`config.mk`:
```
export PLATFORM = sky130hd
export DESIGN_NAME = pivm_top
export DESIGN_NICKNAME = d
export VERILOG_FILES = /design/src/design/pivm_pkg.sv /design/src/design/pivm_qual.sv /design/src/design/pivm_top.sv
export SDC_FILE = /design/constraint.sdc
export NUM_CORES = 1
export LEC_CHECK = 0
export BUFFER_PORTS_ARGS = -buffer_cell sky130_fd_sc_hd__clkbuf_2
export CORE_ASPECT_RATIO = 1.75
export CORE_UTILIZATION = 35
export DETAILED_ROUTE_END_ITERATION = 6
export REMOVE_ABC_BUFFERS = 1
export SLEW_MARGIN = 5
export SYNTH_ARGS = -nofsm -noshare
export SYNTH_HDL_FRONTEND = slang
export SYNTH_SLANG_ARGS = --single-unit
```
`constraint.sdc`:
```
create_clock -name i_clk -period 5.25 [get_ports i_clk]
set_clock_uncertainty 0.1 [all_clocks]
set_input_delay 0.2625 -clock i_clk [delete_from_list [all_inputs] [get_ports i_clk]]
set_output_delay 0.2625 -clock i_clk [all_outputs]
set_load 0.02 [all_outputs]
```
`src/design/pivm_pkg.sv`:
```
// package: constants and types of the peripheral interrupt vector map
//
// Contract
// [RULE1] sequence-abort request uses base+0x188, abort enable and mask, wakes from wait only.
// [RULE2] port over-current request uses base+0x108, enabled per odd pin, wait wake only.
// [RULE3] second timer channel 0 uses base+0x0ac, own enable and mask, wait wake only.
// [RULE4] second timer channel 1 uses base+0x0a8, own enable, wakes from wait only.
// [RULE5] supply monitor uses base+0x140, high and low enables, masked, wait wake only.
// [RULE6] serial ports use 0x19c and 0x198; seven enables; only receive edge wakes stop.
// [RULE7] vectors are 15-bit offsets added to base; reserved offsets carry no source.
// [RULE8] simultaneous pending requests are served with the higher offset taking precedence.
// [RULE9] a software-written base register relocates the whole table, base plus offset.
// [RULE10] never present a reserved offset; request only when enabled and unmasked.
package pivm_pkg;

    // ------------------------------------------------------------------
    // bus and vector widths
    // ------------------------------------------------------------------
    localparam int ADDR_W = 8;
    localparam int DATA_W = 32;
    localparam int VEC_W  = 24;
    localparam int OFS_W  = 15;
    localparam int SRC_N  = 7;

    // ------------------------------------------------------------------
    // register byte offsets
    // ------------------------------------------------------------------
    localparam logic [ADDR_W-1:0] REG_VBASE  = 8'h00;
    localparam logic [ADDR_W-1:0] REG_ENABLE = 8'h04;
    localparam logic [ADDR_W-1:0] REG_SCI0EN = 8'h08;
    localparam logic [ADDR_W-1:0] REG_SCI1EN = 8'h0c;
    localparam logic [ADDR_W-1:0] REG_STATUS = 8'h10;

    // ------------------------------------------------------------------
    // reset values and base write mask
    // ------------------------------------------------------------------
    localparam logic [VEC_W-1:0]  VBASE_RST  = 24'h00_0000;
    localparam logic [VEC_W-1:0]  VBASE_MASK = 24'hff_fffc;
    localparam logic [8:0]        ENABLE_RST = 9'h000;
    localparam logic [6:0]        SCIEN_RST  = 7'h00;

    // ------------------------------------------------------------------
    // enable register field positions
    // ------------------------------------------------------------------
    localparam int EN_SEQ_ABORT = 0;
    localparam int EN_OC_LSB    = 1;
    localparam int EN_OC_MSB    = 4;
    localparam int EN_CHAN0     = 5;
    localparam int EN_CHAN1     = 6;
    localparam int EN_SUP_HIGH  = 7;
    localparam int EN_SUP_LOW   = 8;

    // serial port enable/flag bit positions
    localparam int SCI_TX_EMPTY = 0;
    localparam int SCI_TX_DONE  = 1;
    localparam int SCI_RX_FULL  = 2;
    localparam int SCI_IDLE     = 3;
    localparam int SCI_RX_EDGE  = 4;
    localparam int SCI_BIT_ERR  = 5;
    localparam int SCI_BREAK    = 6;

    // status register field positions
    localparam int ST_PEND_LSB = 0;
    localparam int ST_REQ      = 8;
    localparam int ST_OFS_LSB  = 16;

    // ------------------------------------------------------------------
    // sources in priority order, index 0 highest; offsets from base
    // ------------------------------------------------------------------
    localparam int SRC_SCI0      = 0;
    localparam int SRC_SCI1      = 1;
    localparam int SRC_SEQ_ABORT = 2;
    localparam int SRC_SUPPLY    = 3;
    localparam int SRC_OVERCUR   = 4;
    localparam int SRC_CHAN0     = 5;
    localparam int SRC_CHAN1     = 6;

    localparam logic [OFS_W-1:0] OFS_SCI0      = 15'h019c;
    localparam logic [OFS_W-1:0] OFS_SCI1      = 15'h0198;
    localparam logic [OFS_W-1:0] OFS_SEQ_ABORT = 15'h0188;
    localparam logic [OFS_W-1:0] OFS_SUPPLY    = 15'h0140;
    localparam logic [OFS_W-1:0] OFS_OVERCUR   = 15'h0108;
    localparam logic [OFS_W-1:0] OFS_CHAN0     = 15'h00ac;
    localparam logic [OFS_W-1:0] OFS_CHAN1     = 15'h00a8;

    // ------------------------------------------------------------------
    // request lines from the peripherals
    // ------------------------------------------------------------------
    typedef struct packed {
        logic       seq_abort;
        logic [3:0] overcurrent;
        logic       tim1_chan0;
        logic       tim1_chan1;
        logic       supply_high;
        logic       supply_low;
        logic [6:0] sci0;
        logic [6:0] sci1;
    } pivm_src_type;

    // answer to the core
    typedef struct packed {
        logic             req;
        logic [VEC_W-1:0] vector;
        logic             wake_wait;
        logic             wake_stop;
    } pivm_core_type;

endpackage

```
`src/design/pivm_qual.sv`:
```
// module: qualifies one request line by its local enables and the core mask
`timescale 1ns/100ps
module pivm_qual #(
    parameter int W = 1
) (
    input  wire logic [W-1:0] i_flags,
    input  wire logic [W-1:0] i_enables,
    input  wire logic         i_core_mask,
    output logic              o_req
);

    // any enabled flag, blocked while the core mask is set
    assign o_req = (|(i_flags & i_enables)) & ~i_core_mask; // [RULE10]

endmodule

```
`src/design/pivm_top.sv`:
```
// module: peripheral interrupt vector map with avalon-mm register slave
//
// Local design decisions: register access over Avalon-MM and the register offsets.
`timescale 1ns/100ps
module pivm_top (
    input  wire logic                        i_clk,
    input  wire logic                        i_nrst,
    // avalon-mm slave
    input  wire logic [pivm_pkg::ADDR_W-1:0] i_avs_address,
    input  wire logic                        i_avs_read,
    input  wire logic                        i_avs_write,
    input  wire logic [pivm_pkg::DATA_W-1:0] i_avs_writedata,
    input  wire logic [3:0]                  i_avs_byteenable,
    output logic      [pivm_pkg::DATA_W-1:0] o_avs_readdata,
    output logic                             o_avs_waitrequest,
    // peripheral request lines and core state
    input  wire pivm_pkg::pivm_src_type      i_src,
    input  wire logic                        i_core_irq_mask,
    input  wire logic                        i_wait_mode,
    input  wire logic                        i_stop_mode,
    // answer to the core
    output pivm_pkg::pivm_core_type          o_core
);

    // ------------------------------------------------------------------
    // register state
    // ------------------------------------------------------------------
    logic [pivm_pkg::VEC_W-1:0]  vector_base_reg_ff;
    logic [pivm_pkg::VEC_W-1:0]  nxt_vector_base_reg;
    logic [8:0]                  enable_ff;
    logic [8:0]                  nxt_enable;
    logic [6:0]                  sci0_en_ff;
    logic [6:0]                  nxt_sci0_en;
    logic [6:0]                  sci1_en_ff;
    logic [6:0]                  nxt_sci1_en;

    logic                        wait_ff;
    logic                        nxt_wait;
    logic [pivm_pkg::DATA_W-1:0] rdata_ff;
    logic [pivm_pkg::DATA_W-1:0] nxt_rdata;

    // core side state
    pivm_pkg::pivm_core_type     core_ff;
    pivm_pkg::pivm_core_type     nxt_core;
    logic [pivm_pkg::OFS_W-1:0]  ofs_ff;
    logic [pivm_pkg::OFS_W-1:0]  nxt_ofs;

    // ------------------------------------------------------------------
    // named enable fields
    // ------------------------------------------------------------------
    logic                        seq_abort_irq_en;
    logic [3:0]                  port_overcurrent_irq_en;
    logic                        chan0_irq_en;
    logic                        chan1_irq_en;
    logic                        supply_high_irq_en;
    logic                        supply_low_irq_en;

    assign seq_abort_irq_en        = enable_ff[pivm_pkg::EN_SEQ_ABORT];
    assign port_overcurrent_irq_en = enable_ff[pivm_pkg::EN_OC_MSB:pivm_pkg::EN_OC_LSB];
    assign chan0_irq_en            = enable_ff[pivm_pkg::EN_CHAN0];
    assign chan1_irq_en            = enable_ff[pivm_pkg::EN_CHAN1];
    assign supply_high_irq_en      = enable_ff[pivm_pkg::EN_SUP_HIGH];
    assign supply_low_irq_en       = enable_ff[pivm_pkg::EN_SUP_LOW];

    // ------------------------------------------------------------------
    // source qualification
    // ------------------------------------------------------------------
    // one pend bit per priority slot, index 0 highest
    logic [pivm_pkg::SRC_N-1:0]  pend;
    logic                        stop_wake;

    pivm_qual #(.W(1)) u_qual_seq (
        .i_flags     (i_src.seq_abort),
        .i_enables   (seq_abort_irq_en),
        .i_core_mask (i_core_irq_mask),
        .o_req       (pend[pivm_pkg::SRC_SEQ_ABORT])
    ); // [RULE1]

    // over-current enables sit on pins 7, 5, 3, 1 (msb first)
    pivm_qual #(.W(4)) u_qual_oc (
        .i_flags     (i_src.overcurrent),
        .i_enables   (port_overcurrent_irq_en),
        .i_core_mask (i_core_irq_mask),
        .o_req       (pend[pivm_pkg::SRC_OVERCUR])
    ); // [RULE2]

    pivm_qual #(.W(1)) u_qual_ch0 (
        .i_flags     (i_src.tim1_chan0),
        .i_enables   (chan0_irq_en),
        .i_core_mask (i_core_irq_mask),
        .o_req       (pend[pivm_pkg::SRC_CHAN0])
    ); // [RULE3]

    pivm_qual #(.W(1)) u_qual_ch1 (
        .i_flags     (i_src.tim1_chan1),
        .i_enables   (chan1_irq_en),
        .i_core_mask (i_core_irq_mask),
        .o_req       (pend[pivm_pkg::SRC_CHAN1])
    ); // [RULE4]

    pivm_qual #(.W(2)) u_qual_sup (
        .i_flags     ({i_src.supply_high, i_src.supply_low}),
        .i_enables   ({supply_high_irq_en, supply_low_irq_en}),
        .i_core_mask (i_core_irq_mask),
        .o_req       (pend[pivm_pkg::SRC_SUPPLY])
    ); // [RULE5]

    pivm_qual #(.W(7)) u_qual_sci0 (
        .i_flags     (i_src.sci0),
        .i_enables   (sci0_en_ff),
        .i_core_mask (i_core_irq_mask),
        .o_req       (pend[pivm_pkg::SRC_SCI0])
    ); // [RULE6]

    pivm_qual #(.W(7)) u_qual_sci1 (
        .i_flags     (i_src.sci1),
        .i_enables   (sci1_en_ff),
        .i_core_mask (i_core_irq_mask),
        .o_req       (pend[pivm_pkg::SRC_SCI1])
    ); // [RULE6]

    // only an enabled receive edge of either serial port wakes from stop
    pivm_qual #(.W(2)) u_qual_stop (
        .i_flags     ({i_src.sci0[pivm_pkg::SCI_RX_EDGE], i_src.sci1[pivm_pkg::SCI_RX_EDGE]}),
        .i_enables   ({sci0_en_ff[pivm_pkg::SCI_RX_EDGE], sci1_en_ff[pivm_pkg::SCI_RX_EDGE]}),
        .i_core_mask (i_core_irq_mask),
        .o_req       (stop_wake)
    ); // [RULE6]

    // ------------------------------------------------------------------
    // priority select and vector formation
    // ------------------------------------------------------------------
    logic                        any_pend;
    logic [pivm_pkg::OFS_W-1:0]  sel_ofs;

    always_comb begin
        any_pend = 1'b1;
        sel_ofs  = ofs_ff;
        // higher offset wins; only listed offsets can ever be chosen
        if (pend[pivm_pkg::SRC_SCI0]) begin // [RULE8]
            sel_ofs = pivm_pkg::OFS_SCI0; // [RULE6]
        end else if (pend[pivm_pkg::SRC_SCI1]) begin
            sel_ofs = pivm_pkg::OFS_SCI1; // [RULE6]
        end else if (pend[pivm_pkg::SRC_SEQ_ABORT]) begin
            sel_ofs = pivm_pkg::OFS_SEQ_ABORT; // [RULE1]
        end else if (pend[pivm_pkg::SRC_SUPPLY]) begin
            sel_ofs = pivm_pkg::OFS_SUPPLY; // [RULE5]
        end else if (pend[pivm_pkg::SRC_OVERCUR]) begin
            sel_ofs = pivm_pkg::OFS_OVERCUR; // [RULE2]
        end else if (pend[pivm_pkg::SRC_CHAN0]) begin
            sel_ofs = pivm_pkg::OFS_CHAN0; // [RULE3]
        end else if (pend[pivm_pkg::SRC_CHAN1]) begin
            sel_ofs = pivm_pkg::OFS_CHAN1; // [RULE4]
        end else begin
            // nothing pending: keep the last valid offset, never a reserved one
            any_pend = 1'b0; // [RULE10]
        end
    end

    always_comb begin
        nxt_ofs            = sel_ofs;
        nxt_core.req       = any_pend; // [RULE10]
        // base plus zero-extended 15-bit offset
        nxt_core.vector    = vector_base_reg_ff
                           + {{(pivm_pkg::VEC_W-pivm_pkg::OFS_W){1'b0}}, sel_ofs}; // [RULE7] [RULE9]

        // every listed source can leave wait; stop needs a receive edge
        nxt_core.wake_wait = i_wait_mode & any_pend;
        nxt_core.wake_stop = i_stop_mode & stop_wake; // [RULE6]
    end

    // ------------------------------------------------------------------
    // core answer register
    // ------------------------------------------------------------------
    always_ff @(posedge i_clk) begin
        if (!i_nrst) begin
            core_ff.req       <= 1'b0;
            core_ff.vector    <= pivm_pkg::VBASE_RST;
            core_ff.wake_wait <= 1'b0;
            core_ff.wake_stop <= 1'b0;
            ofs_ff  <= pivm_pkg::OFS_SCI0;
        end else begin
            core_ff <= nxt_core;
            ofs_ff  <= nxt_ofs;
        end
    end

    assign o_core = core_ff;

    // ------------------------------------------------------------------
    // avalon-mm slave: one wait cycle, access completes when wait is low
    // ------------------------------------------------------------------
    logic                        bus_req;
    logic                        bus_done;
    logic [pivm_pkg::DATA_W-1:0] wmask;
    logic [pivm_pkg::DATA_W-1:0] status_word;

    assign bus_req  = i_avs_read | i_avs_write;
    // a write lands only on the edge where wait is low
    assign bus_done = bus_req & ~wait_ff;

    assign wmask    = {{8{i_avs_byteenable[3]}},
                       {8{i_avs_byteenable[2]}},
                       {8{i_avs_byteenable[1]}},
                       {8{i_avs_byteenable[0]}}};

    always_comb begin
        // unused bits read as zero
        status_word = '0;
        status_word[pivm_pkg::ST_PEND_LSB +: pivm_pkg::SRC_N] = pend;
        status_word[pivm_pkg::ST_REQ]                          = core_ff.req;
        status_word[pivm_pkg::ST_OFS_LSB +: pivm_pkg::OFS_W]   = ofs_ff;
    end

    // ------------------------------------------------------------------
    // register read and write decode
    // ------------------------------------------------------------------
    always_comb begin
        // wait drops for exactly one cycle per access
        nxt_wait            = ~(bus_req & wait_ff);
        nxt_rdata           = rdata_ff;
        nxt_vector_base_reg = vector_base_reg_ff;
        nxt_enable          = enable_ff;
        nxt_sci0_en         = sci0_en_ff;
        nxt_sci1_en         = sci1_en_ff;

        // read data prepared one cycle ahead so it stands while wait is low
        if (i_avs_read && wait_ff) begin
            case (i_avs_address)
                pivm_pkg::REG_VBASE: begin
                    nxt_rdata = {8'h00, vector_base_reg_ff};
                end
                pivm_pkg::REG_ENABLE: begin
                    nxt_rdata = {23'h00_0000, enable_ff};
                end
                pivm_pkg::REG_SCI0EN: begin
                    nxt_rdata = {25'h000_0000, sci0_en_ff};
                end
                pivm_pkg::REG_SCI1EN: begin
                    nxt_rdata = {25'h000_0000, sci1_en_ff};
                end
                pivm_pkg::REG_STATUS: begin
                    nxt_rdata = status_word;
                end
                default: begin
                    nxt_rdata = 32'h0000_0000;
                end
            endcase
        end

        if (i_avs_write && bus_done) begin
            case (i_avs_address)
                pivm_pkg::REG_VBASE: begin
                    nxt_vector_base_reg = ((vector_base_reg_ff & ~wmask[pivm_pkg::VEC_W-1:0])
                                        | (i_avs_writedata[pivm_pkg::VEC_W-1:0]
                                        & wmask[pivm_pkg::VEC_W-1:0]))
                                        & pivm_pkg::VBASE_MASK; // [RULE9]
                end
                pivm_pkg::REG_ENABLE: begin
                    nxt_enable = (enable_ff & ~wmask[8:0]) | (i_avs_writedata[8:0] & wmask[8:0]);
                end
                pivm_pkg::REG_SCI0EN: begin
                    if (i_avs_byteenable[0]) begin
                        nxt_sci0_en = i_avs_writedata[6:0];
                    end
                end
                pivm_pkg::REG_SCI1EN: begin
                    if (i_avs_byteenable[0]) begin
                        nxt_sci1_en = i_avs_writedata[6:0];
                    end
                end
                pivm_pkg::REG_STATUS: begin
                    // status is read-only: the write is dropped
                    nxt_enable = enable_ff;
                end
                default: begin
                    nxt_enable = enable_ff;
                end
            endcase
        end
    end

    always_ff @(posedge i_clk) begin
        if (!i_nrst) begin
            wait_ff            <= 1'b1;
            rdata_ff           <= 32'h0000_0000;
            vector_base_reg_ff <= pivm_pkg::VBASE_RST;
            enable_ff          <= pivm_pkg::ENABLE_RST;
            sci0_en_ff         <= pivm_pkg::SCIEN_RST;
            sci1_en_ff         <= pivm_pkg::SCIEN_RST;
        end else begin
            wait_ff            <= nxt_wait;
            rdata_ff           <= nxt_rdata;
            vector_base_reg_ff <= nxt_vector_base_reg;
            enable_ff          <= nxt_enable;
            sci0_en_ff         <= nxt_sci0_en;
            sci1_en_ff         <= nxt_sci1_en;
        end
    end

    assign o_avs_readdata    = rdata_ff;
    assign o_avs_waitrequest = wait_ff;

endmodule

```
After elaboration in Yosys (flattened, before gate mapping):

Cells that the tools add are included.

* add/sub/neg operators: 1
* equal/unequal tests: 4
* multiplexer cells: 15
* bitwise logic cells: 32
* reductions and logical operators: 12

Operator list (number)
* $pmux W31 S5: 1
* $mux W15: 7
* $and A24 B24 Y24: 2
* $add A24 B15 Y24: 1
* $not A24 Y24: 1
* $or A24 B24 Y24: 1
* $and A9 B9 Y9: 2
* $eq A8 B4 Y1 const B: 2
* $and A1 B1 Y1: 15
* $and A7 B7 Y7: 2
* $reduce_or A7 Y1: 2
* $not A9 Y9: 1
* $or A9 B9 Y9: 1
* $eq A8 B3 Y1 const B: 1
* $eq A8 B5 Y1 const B: 1
* $logic_not A8 Y1: 1
* $mux W1: 7
* $reduce_and A3 Y1: 2
* $and A2 B2 Y2: 2
* $and A4 B4 Y4: 1
* $reduce_and A2 Y1: 2
* $reduce_or A2 Y1: 2
* $reduce_or A4 Y1: 1
* $not A1 Y1: 3
* 2 further kinds: 3

* flip-flop bits (word level): 120
* bits of input ports: 74
* output and inout bits: 60
* word-level logic and storage cells: 75

Longest topological paths before layout:

Gate-level depths: netlist of run 1.

* depth after elaboration: 10
* gate-level depth with buffers: 14

By module:

From an unflattened synthesis of run 1, not the netlist that was laid out.

* cell total of the unflattened synthesis: 585
* area total of the unflattened synthesis: 5307.6 µm²

Modules (own cells, without submodules)
* pivm_top: times used 1, cells each 567, area each 5176.2 µm², sequential area each 2302.2 µm²
* pivm_qual at u_qual_sci0 ...: times used 2, cells each 4, area each 31.3 µm², sequential area each 0.0 µm²
* pivm_qual at u_qual_ch0 ...: times used 3, cells each 1, area each 8.8 µm², sequential area each 0.0 µm²
* pivm_qual at u_qual_stop ...: times used 2, cells each 2, area each 11.3 µm², sequential area each 0.0 µm²
* pivm_qual at u_qual_oc: times used 1, cells each 3, area each 20.0 µm², sequential area each 0.0 µm²

Worst setup path before layout of run 1:

OpenSTA, ideal clock, no wires.

* path kind: register to register
* start: register (tool-made name)
* end: register core_ff (netlist bit o_core[18])
* library setup time: 0.116 ns
* arrival time: 2.900 ns
* data required time: 5.034 ns
* setup slack: 2.133 ns
* cell stages (with the launch flop): 15
* path through: dfxtp_1 a22oi_1 a21oi_1 or3_1 nor3_1 or2_2 ha_1 inv_1 fa_1 nand2b_1 a21oi_1 o21ai_0 a21oi_1 a21oi_1 a31o_2

RTL lines
* to (signal assigned): RTL line pivm_top.sv:183 `core_ff <= nxt_core;`
* to (decl): RTL line pivm_top.sv:43 `pivm_pkg::pivm_core_type core_ff;`

==> results of run 1 <==
[through the flow]
step           utilization  cells  power, uW  setup WS, ns
2_1_floorplan            -    537      933.9         2.114
3_3_place_gp        0.4070    842      990.6         1.410
3_5_place_dp        0.4070    842      991.5         1.335
4_1_cts             0.4551    886       2109         1.356
5_1_grt             0.4551    886       2159         1.058
6_report            0.4551    886       2092         1.340
[report_power, final]
| group | internal, uW | switching (uW) |
|---|---|---|
| combinational | 36.1 | 62.3 |
| sequential | 878 | 2.60 |
| clock | 662 | 451 |
[cell type report]
type,instances,area (um^2),share of cell area
tap,180,225.2,0.03427
multi-input combinational,417,2696,0.4102
clock inverter,15,148.9,0.02265
timing repair buffer,137,755.7,0.1150
sequential,115,2302,0.3503
inverter,5,18.77,0.002856
clock buffer,17,425.4,0.06472
[final timing paths]
kind	start	to	slack, ns	depth (start not counted)
worst max register to register	flop	o_core[20]	1.34	12
worst min-delay path	i_avs_writedata[17]	flop	0.01	3
worst min register to register	o_avs_readdata[12]	o_avs_readdata[12]	0.35	2
worst max-delay path	flop	o_core[20]	1.34	12
[per-layer routing]
metal | up-vias | wire length (um) | global-route usage
met4 | 0 | 640 | 0.1168
met3 | 39 | 656 | 0.04423
met2 | 156 | 7975 | 0.3679
met1 | 2187 | 5710 | 0.2147
met5 | - | 0 | 0
li1 | 2257 | - | -
[cell families (layout without fill, tap and decap cells)]
kind of cell / Yosys count / in the layout / synth area share
other: 1 / 3 / 0.0007217
AO/OA/AOI/OAI: 118 / 118 / 0.1522
flip-flops: 115 / 115 / 0.4431
multiplexers: 49 / 49 / 0.09439
buffers and inverters: 41 / 174 / 0.04069
XOR/XNOR: 17 / 17 / 0.02865
adder cells (fa/ha/maj): 14 / 14 / 0.03516
AND/OR/NAND/NOR: 216 / 216 / 0.2052
[worst reg2reg max path, cell delays in order (launching register included)]
cell and delay, ns:
dfxtp_1 0.33, a22oi_1 0.23, a21oi_1 0.20, or3_1 0.45, nor3_4 0.52, and2_2 0.24
ha_1 0.26, a21oi_1 0.23, nand2_1 0.07, o21ai_0 0.55, a21oi_1 0.27, nand4_1 0.19
mux2i_1 0.20
[synth_stat cells, drive strengths merged, types with 3 or more instances]
library cell    n  area (um^2)
dfxtp         115         2302
nor2           97        364.1
mux2i          49        490.5
nand2          38        142.6
a21oi          31        155.2
a22oi          29        217.7
buf            18        125.1
clkbuf         18        67.56
nand3          15        75.07
o21ai          15        75.07
ha             13        162.7
and2           12        82.58
and3           12        80.08
nor3           12        87.58
xnor2          12        105.1
a2bb2oi         8        70.07
nand2b          7        43.79
a211oi          5        37.54
a222oi          5        50.05
inv             5        18.77
nor3b           5        42.54
o211ai          5        37.54
o21a            5        37.54
xor2            5        43.79
a21o            4        31.28
a31oi           4        25.02
nor2b           4        25.02
o22ai           3        18.77
or2             3        18.77
[what timing repair did]
| item | in CTS | in global routing |
|---|---|---|
| resized for setup | 0 | 0 |
| hold endpoints to repair | 11 | 0 |
| hold buffers | 12 | 0 |
[cell usage in the layout (no fill, tap or decap), types with 6 or more instances in the layout]
cell type,synthesis,routed
a21oi_1,31,31
a22oi_1,29,29
a2bb2oi_1,8,8
and2_1,6,6
and2_2,6,6
and3_1,8,8
clkbuf_16,0,17
clkbuf_2,0,121
dfxtp_1,115,115
dlygate4sd3_1,0,12
ha_1,13,13
inv_6,0,6
mux2i_1,49,49
nand2_1,38,38
nand2b_1,7,7
nand3_1,15,15
nor2_1,97,97
nor3_1,9,9
o21ai_0,15,15
xnor2_1,12,12
==> results.py, run 1 <==
metrics = {
    "yosys": {
        "synthDistinctLibCells": 53,
        "synth_area_per_cell_um2": 9.100,
        "netlist_instances": 571,
        "synth_edf_count": 0,
        "synthArstFlopShare": 0,
        "ys.flop_type": "dfxtp_1",
        "yosysWarnings": 0,
        "syn_area_um2": 5196,
        "yosysSeqAreaShare": 0.4431,
        "ys_ff_latch": 115,
    },
    "die": {
        "ioPinCount": 134,
        "dieArea_um2": 15360,
        "die_height_um": 163.2,
        "num_rows": 58,
        "coreArea_um2": 14440,
        "start_util": 0.3598,
        "die_w_um": 94.11,
    },
    "sta": {
        "max_slew_margin": 0.2113,
        "whs_ns": 0.01076,
        "final-max-slew-violation-count": 0,
        "fmax_mhz": 255.8,
        "rsz0062_at_grt": "false",
        "setup_violations": 0,
        "finalCritPeriodShare": 0.7447,
        "worst_pin_slew_ns": 1.180,
        "fin_crit_ns": 3.910,
        "setup_tns_ns": 0,
        "hold_viol_final": 0,
    },
    "clock_tree": {
        "numClockSinks": 115,
        "cts_tree": "yes",
        "clockRootBuffer": "clkbuf_16",
        "insertion_delay_ns": 0.42,
        "clockBufferDepth": 2,
        "htree_levels": 4,
        "cts_made_buffers": 17,
        "postCtsSetupRepairBufs": 0,
        "clkTransAtPathRegs_ns": 0.06,
    },
    "detailed_routing": {
        "antenna_left": 0,
        "num_vias": 4639,
        "drc": 0,
        "wl_per_cell_um": 16.91,
        "drt_pass1_iterations": 5,
        "routed_wl_um": 14980,
        "viasPerCell": 5.236,
        "drt_iter0_markers": 195,
    },
    "worst_setup_path": {
        "crit_fanout": 14,
        "path_cells": "a22oi_1, a21oi_1, or3_1, nor3_4, and2_2, ha_1, a21oi_1, nand2_1, o21ai_0, a21oi_1, nand4_1, mux2i_1",
        "path_common_cell": "a21oi_1",
        "end_kind": "flop",
        "cp-start-kind": "flop",
        "path_buf_inv": 0,
        "slowest_delay_ns": 0.55,
        "worstPathArrival_ns": 4.15,
        "crit_type": "reg -> reg",
        "critical_path.slowest_cell": "o21ai_0",
        "required_ns": 5.49,
        "critPathTopFamily": "compound AO/OA/AOI/OAI gates",
    },
    "job": {
        "drv_cap": 0,
    },
    "placement": {
        "io_buffers": 121,
        "placedInstanceArea_um2": 5878,
        "hpwlAfterDp_um": 11140,
        "gp_congestion": 0.9284,
    },
    "final_layout": {
        "finalInstanceArea_um2": 6573,
        "drive_above_1_share": 0.2535,
        "n_fill_cell": 1466,
        "area_growth_syn_to_layout_pct": 26.49,
        "nets": 781,
        "diodes": 0,
    },
    "power": {
        "p_leak_uw": 0.002646,
        "p_per_area_nw_per_um2": 318.2,
        "vdd_drop_max_v": 0.0002148,
    },
    "grt": {
        "grt_pass1_wl_um": 23520,
        "grt_pass1_vias": 4622,
        "grt.total_usage": 0.2044,
        "antenna_found_initial": 0,
        "grt_max_degree": 43,
        "grt-ovfl-total": 0,
    },
    "min_path": {
        "hold_path.class": "in -> reg",
    },
    "run_status": {
        "outcome": "complete, no violations",
    },
}
Power figures use the tool's default switching activity.
==> run 2: changes to the inputs <==
==> constraint.sdc (replaced) <==
create_clock -name i_clk -period 3.7 [get_ports i_clk]
set_clock_uncertainty 0.1 [all_clocks]
set_input_delay 0.185 -clock i_clk [delete_from_list [all_inputs] [get_ports i_clk]]
set_output_delay 0.185 -clock i_clk [all_outputs]
set_load 0.02 [all_outputs]
==> run 2 against run 1 <==
Effect of this change:
- largest power group unchanged
- sequential power up 42%
- sequential share of layout area shrank 1.5 points
- routed wire length increased by 1.7%
==> results.py, run 2 (synthesis gave the netlist of run 1 again) <==
metrics = {
    "power": {
        "power_frac_clock": 0.549,
        "finalPower_uw": 3104,
        "internal_power_uw": 2456,
        "pwr-share-comb": 0.049,
        "p_leak_uw": 0.002813,
        "p_per_area_nw_per_um2": 451.6,
        "vdd_drop_max_v": 0.0003082,
        "p_sw_frac": 0.2090,
        "switchingPower_uw": 648.7,
        "p_seq_frac": 0.403,
    },
    "placement": {
        "place_ws_ns": 0.05947,
        "hpwlAfterDp_um": 11500,
        "gp_congestion": 0.9192,
        "io_buffers": 121,
        "placedInstanceArea_um2": 5983,
    },
    "run_status": {
        "outcome": "complete, no violations",
    },
    "detailed_routing": {
        "wl_met1_um": 5631,
        "wl_met2_um": 8226,
        "routed_wl_um": 15240,
        "num_vias": 4725,
        "drt_iter0_markers": 207,
        "wl_met3_um": 736,
        "top_layer": "met4",
        "wl_per_cell_um": 16.69,
        "antenna_left": 0,
        "drt_pass1_iterations": 5,
        "drc": 0,
        "viasPerCell": 5.175,
    },
    "sta": {
        "worst_pin_slew_ns": 1.171,
        "fmax_mhz": 289.7,
        "max_slew_margin": 0.2194,
        "finalCritPeriodShare": 0.9329,
        "rsz0062_at_grt": "false",
        "setup_tns_ns": 0,
        "hold_viol_final": 0,
        "final-max-slew-violation-count": 0,
        "fin_ws_ns": 0.2483,
        "setup_violations": 0,
        "fin_crit_ns": 3.452,
    },
    "grt": {
        "grt_pass1_wl_um": 24380,
        "grt_max_degree": 70,
        "grt-ovfl-total": 0,
        "antenna_found_initial": 0,
        "grt.total_usage": 0.2118,
        "grt_pass1_vias": 4770,
    },
    "job": {
        "drv_cap": 0,
    },
    "worst_setup_path": {
        "critPathTopFamily": "compound AO/OA/AOI/OAI gates",
        "crit_fanout": 6,
        "cp-start-kind": "flop",
        "path_buf_inv": 2,
        "required_ns": 3.85,
        "slowest_delay_ns": 0.37,
        "r2r_cells": 14,
        "path_cells": "a222oi_1, a31oi_1, or2_1, nor2_2, o21a_1, inv_1, ha_1, a211oi_1, o211ai_1, a41oi_1, buf_4, nor3_1, xnor2_1, nor2_1",
        "r2r_slack_ns": 0.25,
        "crit-reg2reg-launch": "sci1_en_ff[4]",
        "crit_type": "reg -> reg",
        "worstPathArrival_ns": 3.60,
        "end_kind": "flop",
        "worstReg2RegEnd": "o_core[25]",
        "critical_path.slowest_cell": "a222oi_1",
    },
    "clock_tree": {
        "cts_made_buffers": 17,
        "clockBufferDepth": 2,
        "cts_tree": "yes",
        "numClockSinks": 115,
        "insertion_delay_ns": 0.40,
        "clkTransAtPathRegs_ns": 0.05,
        "htree_levels": 4,
        "clockRootBuffer": "clkbuf_16",
    },
    "final_layout": {
        "nets": 810,
        "n_fill_cell": 1401,
        "diodes": 0,
        "layout_common_cells": "clkbuf_2, dfxtp_1, nor2_1",
        "finalInstanceArea_um2": 6874,
        "drive_above_1_share": 0.2660,
        "final_common_cell": "clkbuf_2",
        "area_growth_syn_to_layout_pct": 32.29,
    },
    "die": {
        "start_util": 0.3598,
        "num_rows": 58,
        "ioPinCount": 134,
        "dieArea_um2": 15360,
        "die_height_um": 163.2,
        "coreArea_um2": 14440,
        "die_w_um": 94.11,
    },
    "min_path": {
        "min_delay_path_depth": 4,
        "hold_path.class": "in -> reg",
        "worstHoldStart": "i_avs_byteenable[1]",
    },
}
run 2: power by group through the flow:
stage | combinational (uW) | clock [uW] | sequential (uW)
after floorplan | 39.1 | 0 | 1290
after global placement | 131 | 0 | 1280
after detailed placement | 131 | 0 | 1280
after CTS | 152 | 1730 | 1250
after global routing | 163 | 1800 | 1250
final | 151 | 1700 | 1250
run 2: per-stage QoR:
step / hold slack (ns) / util / std cells
3_5_place_dp: 0.2976 / 0.4143 / 856
3_3_place_gp: 0.2902 / 0.4143 / 856
4_1_cts: 0.01113 / 0.4748 / 912
2_1_floorplan: 0.1469 / - / 537
6_report: 0.02577 / 0.4760 / 913
5_1_grt: 0.02712 / 0.4760 / 913
run 2: repair_timing:
| action | CTS | global route |
|---|---|---|
| gates resized for setup | 0 | 4 |
| hold buffers | 26 | 0 |
| buffers inserted | 0 | 1 |
| setup endpoints to repair | 0 | 7 |
| hold endpoints to repair | 34 | 0 |
run 2: how the worst max path moves through the flow:
stage	endpoint	cells after the start	slack, ns	start
6_report	o_core[25]	14	0.25	sci1_en_ff[4]
5_1_grt	o_core[25]	14	0.007	sci1_en_ff[4]
4_1_cts	o_core[18]	14	0.04	flop
3_5_place_dp	o_core[18]	14	0.06	flop
3_3_place_gp	o_core[18]	14	0.16	flop
2_1_floorplan	o_core[24]	14	0.56	flop
run 2: final cells by class:
cell class                      instances  area (um^2)  share of cell area
Multi-Input combinational cell        417         2706              0.3937
Sequential cell                       115         2302              0.3349
Timing Repair Buffer                  166         1008              0.1467
Clock buffer                           19        452.9             0.06589
Tap cell                              180        225.2             0.03276
Clock inverter                         11        160.2             0.02330
Inverter                                5        18.77            0.002730
run 2: worst min-delay path, stage by stage:
cell	delay [ns]
clkbuf_2	0.09
nand3_1	0.07
mux2i_1	0.07
nor2_1	0.07
run 2: routing by layer:
layer | vias to the layer above | GRT usage
met3 | 39 | 0.04423
met2 | 159 | 0.3875
met5 | - | 0
met1 | 2211 | 0.2224
met4 | 0 | 0.1098
li1 | 2316 | -
==> run 3: changes to the inputs <==
--- a/config.mk
+++ b/config.mk
@@ -9,6 +9,7 @@
 export CORE_ASPECT_RATIO = 1.75
 export CORE_UTILIZATION = 35
 export DETAILED_ROUTE_END_ITERATION = 6
+export RECOVER_POWER = 100
 export REMOVE_ABC_BUFFERS = 1
 export SLEW_MARGIN = 5
 export SYNTH_ARGS = -nofsm -noshare
==> run 3 against run 2 <==
Effect of this change:
- flip-flop and latch count did not move
- non-clock buffer count did not move
- final cell count did not move
- first-iteration DRC count fell by 16%
- largest power group unchanged
- highest routed layer unchanged
==> results.py, run 3 (synthesis gave the netlist of run 1 again) <==
metrics = {
    "detailed_routing": {
        "wl_per_cell_um": 16.81,
        "routed_wl_um": 15340,
        "drt_pass1_iterations": 5,
        "viasPerCell": 5.157,
        "drt_iter0_markers": 173,
        "num_vias": 4708,
        "drc": 0,
        "antenna_left": 0,
    },
    "die": {
        "coreArea_um2": 14440,
        "die_height_um": 163.2,
        "dieArea_um2": 15360,
        "ioPinCount": 134,
        "die_w_um": 94.11,
        "num_rows": 58,
        "start_util": 0.3598,
    },
    "min_path": {
        "worstHoldStart": "i_avs_byteenable[1]",
        "min_delay_path_depth": 4,
        "hold_path.class": "in -> reg",
    },
    "worst_setup_path": {
        "setup.worst_path.start": "sci1_en_ff[4]",
        "worstPathArrival_ns": 3.64,
        "cp-start-kind": "flop",
        "crit_fanout": 13,
        "required_ns": 3.89,
        "slowest_delay_ns": 0.37,
        "path_buf_inv": 2,
        "path_cells": "a222oi_1, a31oi_1, or2_1, nor3_4, buf_4, and2_2, ha_1, a21oi_1, nand2_1, a21oi_1, a21oi_2, buf_4, a31o_2",
        "r2r_slack_ns": 0.25,
        "worstReg2RegEnd": "o_core[18]",
        "crit_type": "reg -> reg",
        "r2r_cells": 13,
        "end_kind": "flop",
        "critPathTopFamily": "compound AO/OA/AOI/OAI gates",
        "critical_path.slowest_cell": "a222oi_1",
        "crit-reg2reg-launch": "sci1_en_ff[4]",
    },
    "sta": {
        "fin_crit_ns": 3.450,
        "max_slew_margin": 0.06505,
        "finalCritPeriodShare": 0.9324,
        "final-max-slew-violation-count": 0,
        "setup_violations": 0,
        "fmax_mhz": 289.9,
        "setup_tns_ns": 0,
        "rsz0062_at_grt": "false",
        "hold_viol_final": 0,
        "worst_pin_slew_ns": 1.392,
    },
    "final_layout": {
        "fin_cells": 913,
        "drive_above_1_share": 0.1760,
        "final_common_cell": "dfxtp_1",
        "regArea_um2": 2302,
        "area_growth_syn_to_layout_pct": 30.03,
        "final_util": 0.4679,
        "n_fill_cell": 1432,
        "multi_input_area_um2": 2683,
        "nets": 810,
        "layout_common_cells": "dfxtp_1, nor2_1, clkbuf_2",
        "diodes": 0,
    },
    "power": {
        "p_per_area_nw_per_um2": 458.9,
        "p_leak_uw": 0.002578,
        "vdd_drop_max_v": 0.0003067,
    },
    "run_status": {
        "outcome": "complete, no violations",
    },
    "clock_tree": {
        "clkTransAtPathRegs_ns": 0.05,
        "cts_tree": "yes",
        "cts_made_buffers": 17,
        "numClockSinks": 115,
        "clockRootBuffer": "clkbuf_16",
        "insertion_delay_ns": 0.40,
        "htree_levels": 4,
        "clockBufferDepth": 2,
    },
    "placement": {
        "dp_cells": 856,
        "hpwlAfterDp_um": 11500,
        "gp_congestion": 0.9192,
        "io_buffers": 121,
    },
    "job": {
        "drv_cap": 0,
    },
    "grt": {
        "use_met2": 0.3875,
        "gr-usage-met3": 0.04423,
        "grt_max_degree": 70,
        "grt_pass1_wl_um": 24380,
        "grt_busiest_layer": "met2",
        "grt.total_usage": 0.2118,
        "grt_pass1_vias": 4770,
        "grt-ovfl-total": 0,
        "antenna_found_initial": 0,
        "grtUsageMet1": 0.2224,
    },
}
run 3: cell types whose count changed in the layout (fill, tap and decap cells not counted), sizes merged:
cell,change
buf,-7
clkbuf,+7
run 3: how the worst max path moves through the flow:
stage                 end  cells past startpoint
5_1_grt        o_core[20]                     14
3_3_place_gp   o_core[18]                     14
4_1_cts        o_core[18]                     14
3_5_place_dp   o_core[18]                     14
2_1_floorplan  o_core[24]                     14
6_report       o_core[18]                     13
run 3: repair_timing:
| item | in CTS | in global routing |
|---|---|---|
| setup endpoints to repair | 0 | 7 |
| buffers inserted | 0 | 1 |
| gates resized for setup | 0 | 4 |
| hold buffers | 26 | 0 |
| endpoints found under the hold margin | 34 | 0 |
run 3: where the power goes:
part / total [uW] / switching (uW) / internal, uW / leakage (uW)
combinational: 147 / 88.3 / 58.8 / 0.00135
clock: 1700 / 556 / 1150 / 0.000300
sequential: 1250 / 3.65 / 1250 / 0.000929
run 3: cell type report:
cell class | count | share of cell area
Multi-Input combinational cell | 417 | 0.3970
Tap cell | 180 | 0.03333
Inverter | 5 | 0.002778
Timing Repair Buffer | 166 | 0.1354
Clock inverter | 11 | 0.02370
Sequential cell | 115 | 0.3407
Clock buffer | 19 | 0.06704
run 3: per-stage QoR:
stage	worst slack (ns)	hold WS [ns]	power [uW]	area (um^2)
2_1_floorplan	0.5635	0.1469	1325	5011
3_3_place_gp	0.1624	0.2902	1407	5983
3_5_place_dp	0.05947	0.2976	1408	5983
4_1_cts	0.03867	0.01113	3131	6857
5_1_grt	0.009610	0.02711	3207	6756
6_report	0.2500	0.03429	3101	6756
run 3: per-layer routing:
layer  share of wire  up-vias
met5               0        -
met4           0.040        0
met3           0.045       38
met2            0.54      145
met1            0.38     2208
li1                -     2317
run 3: worst min-delay path: stages:
cell,delay [ns]
clkbuf_2,0.09
nand3_1,0.08
mux2i_1,0.07
nor2_1,0.07
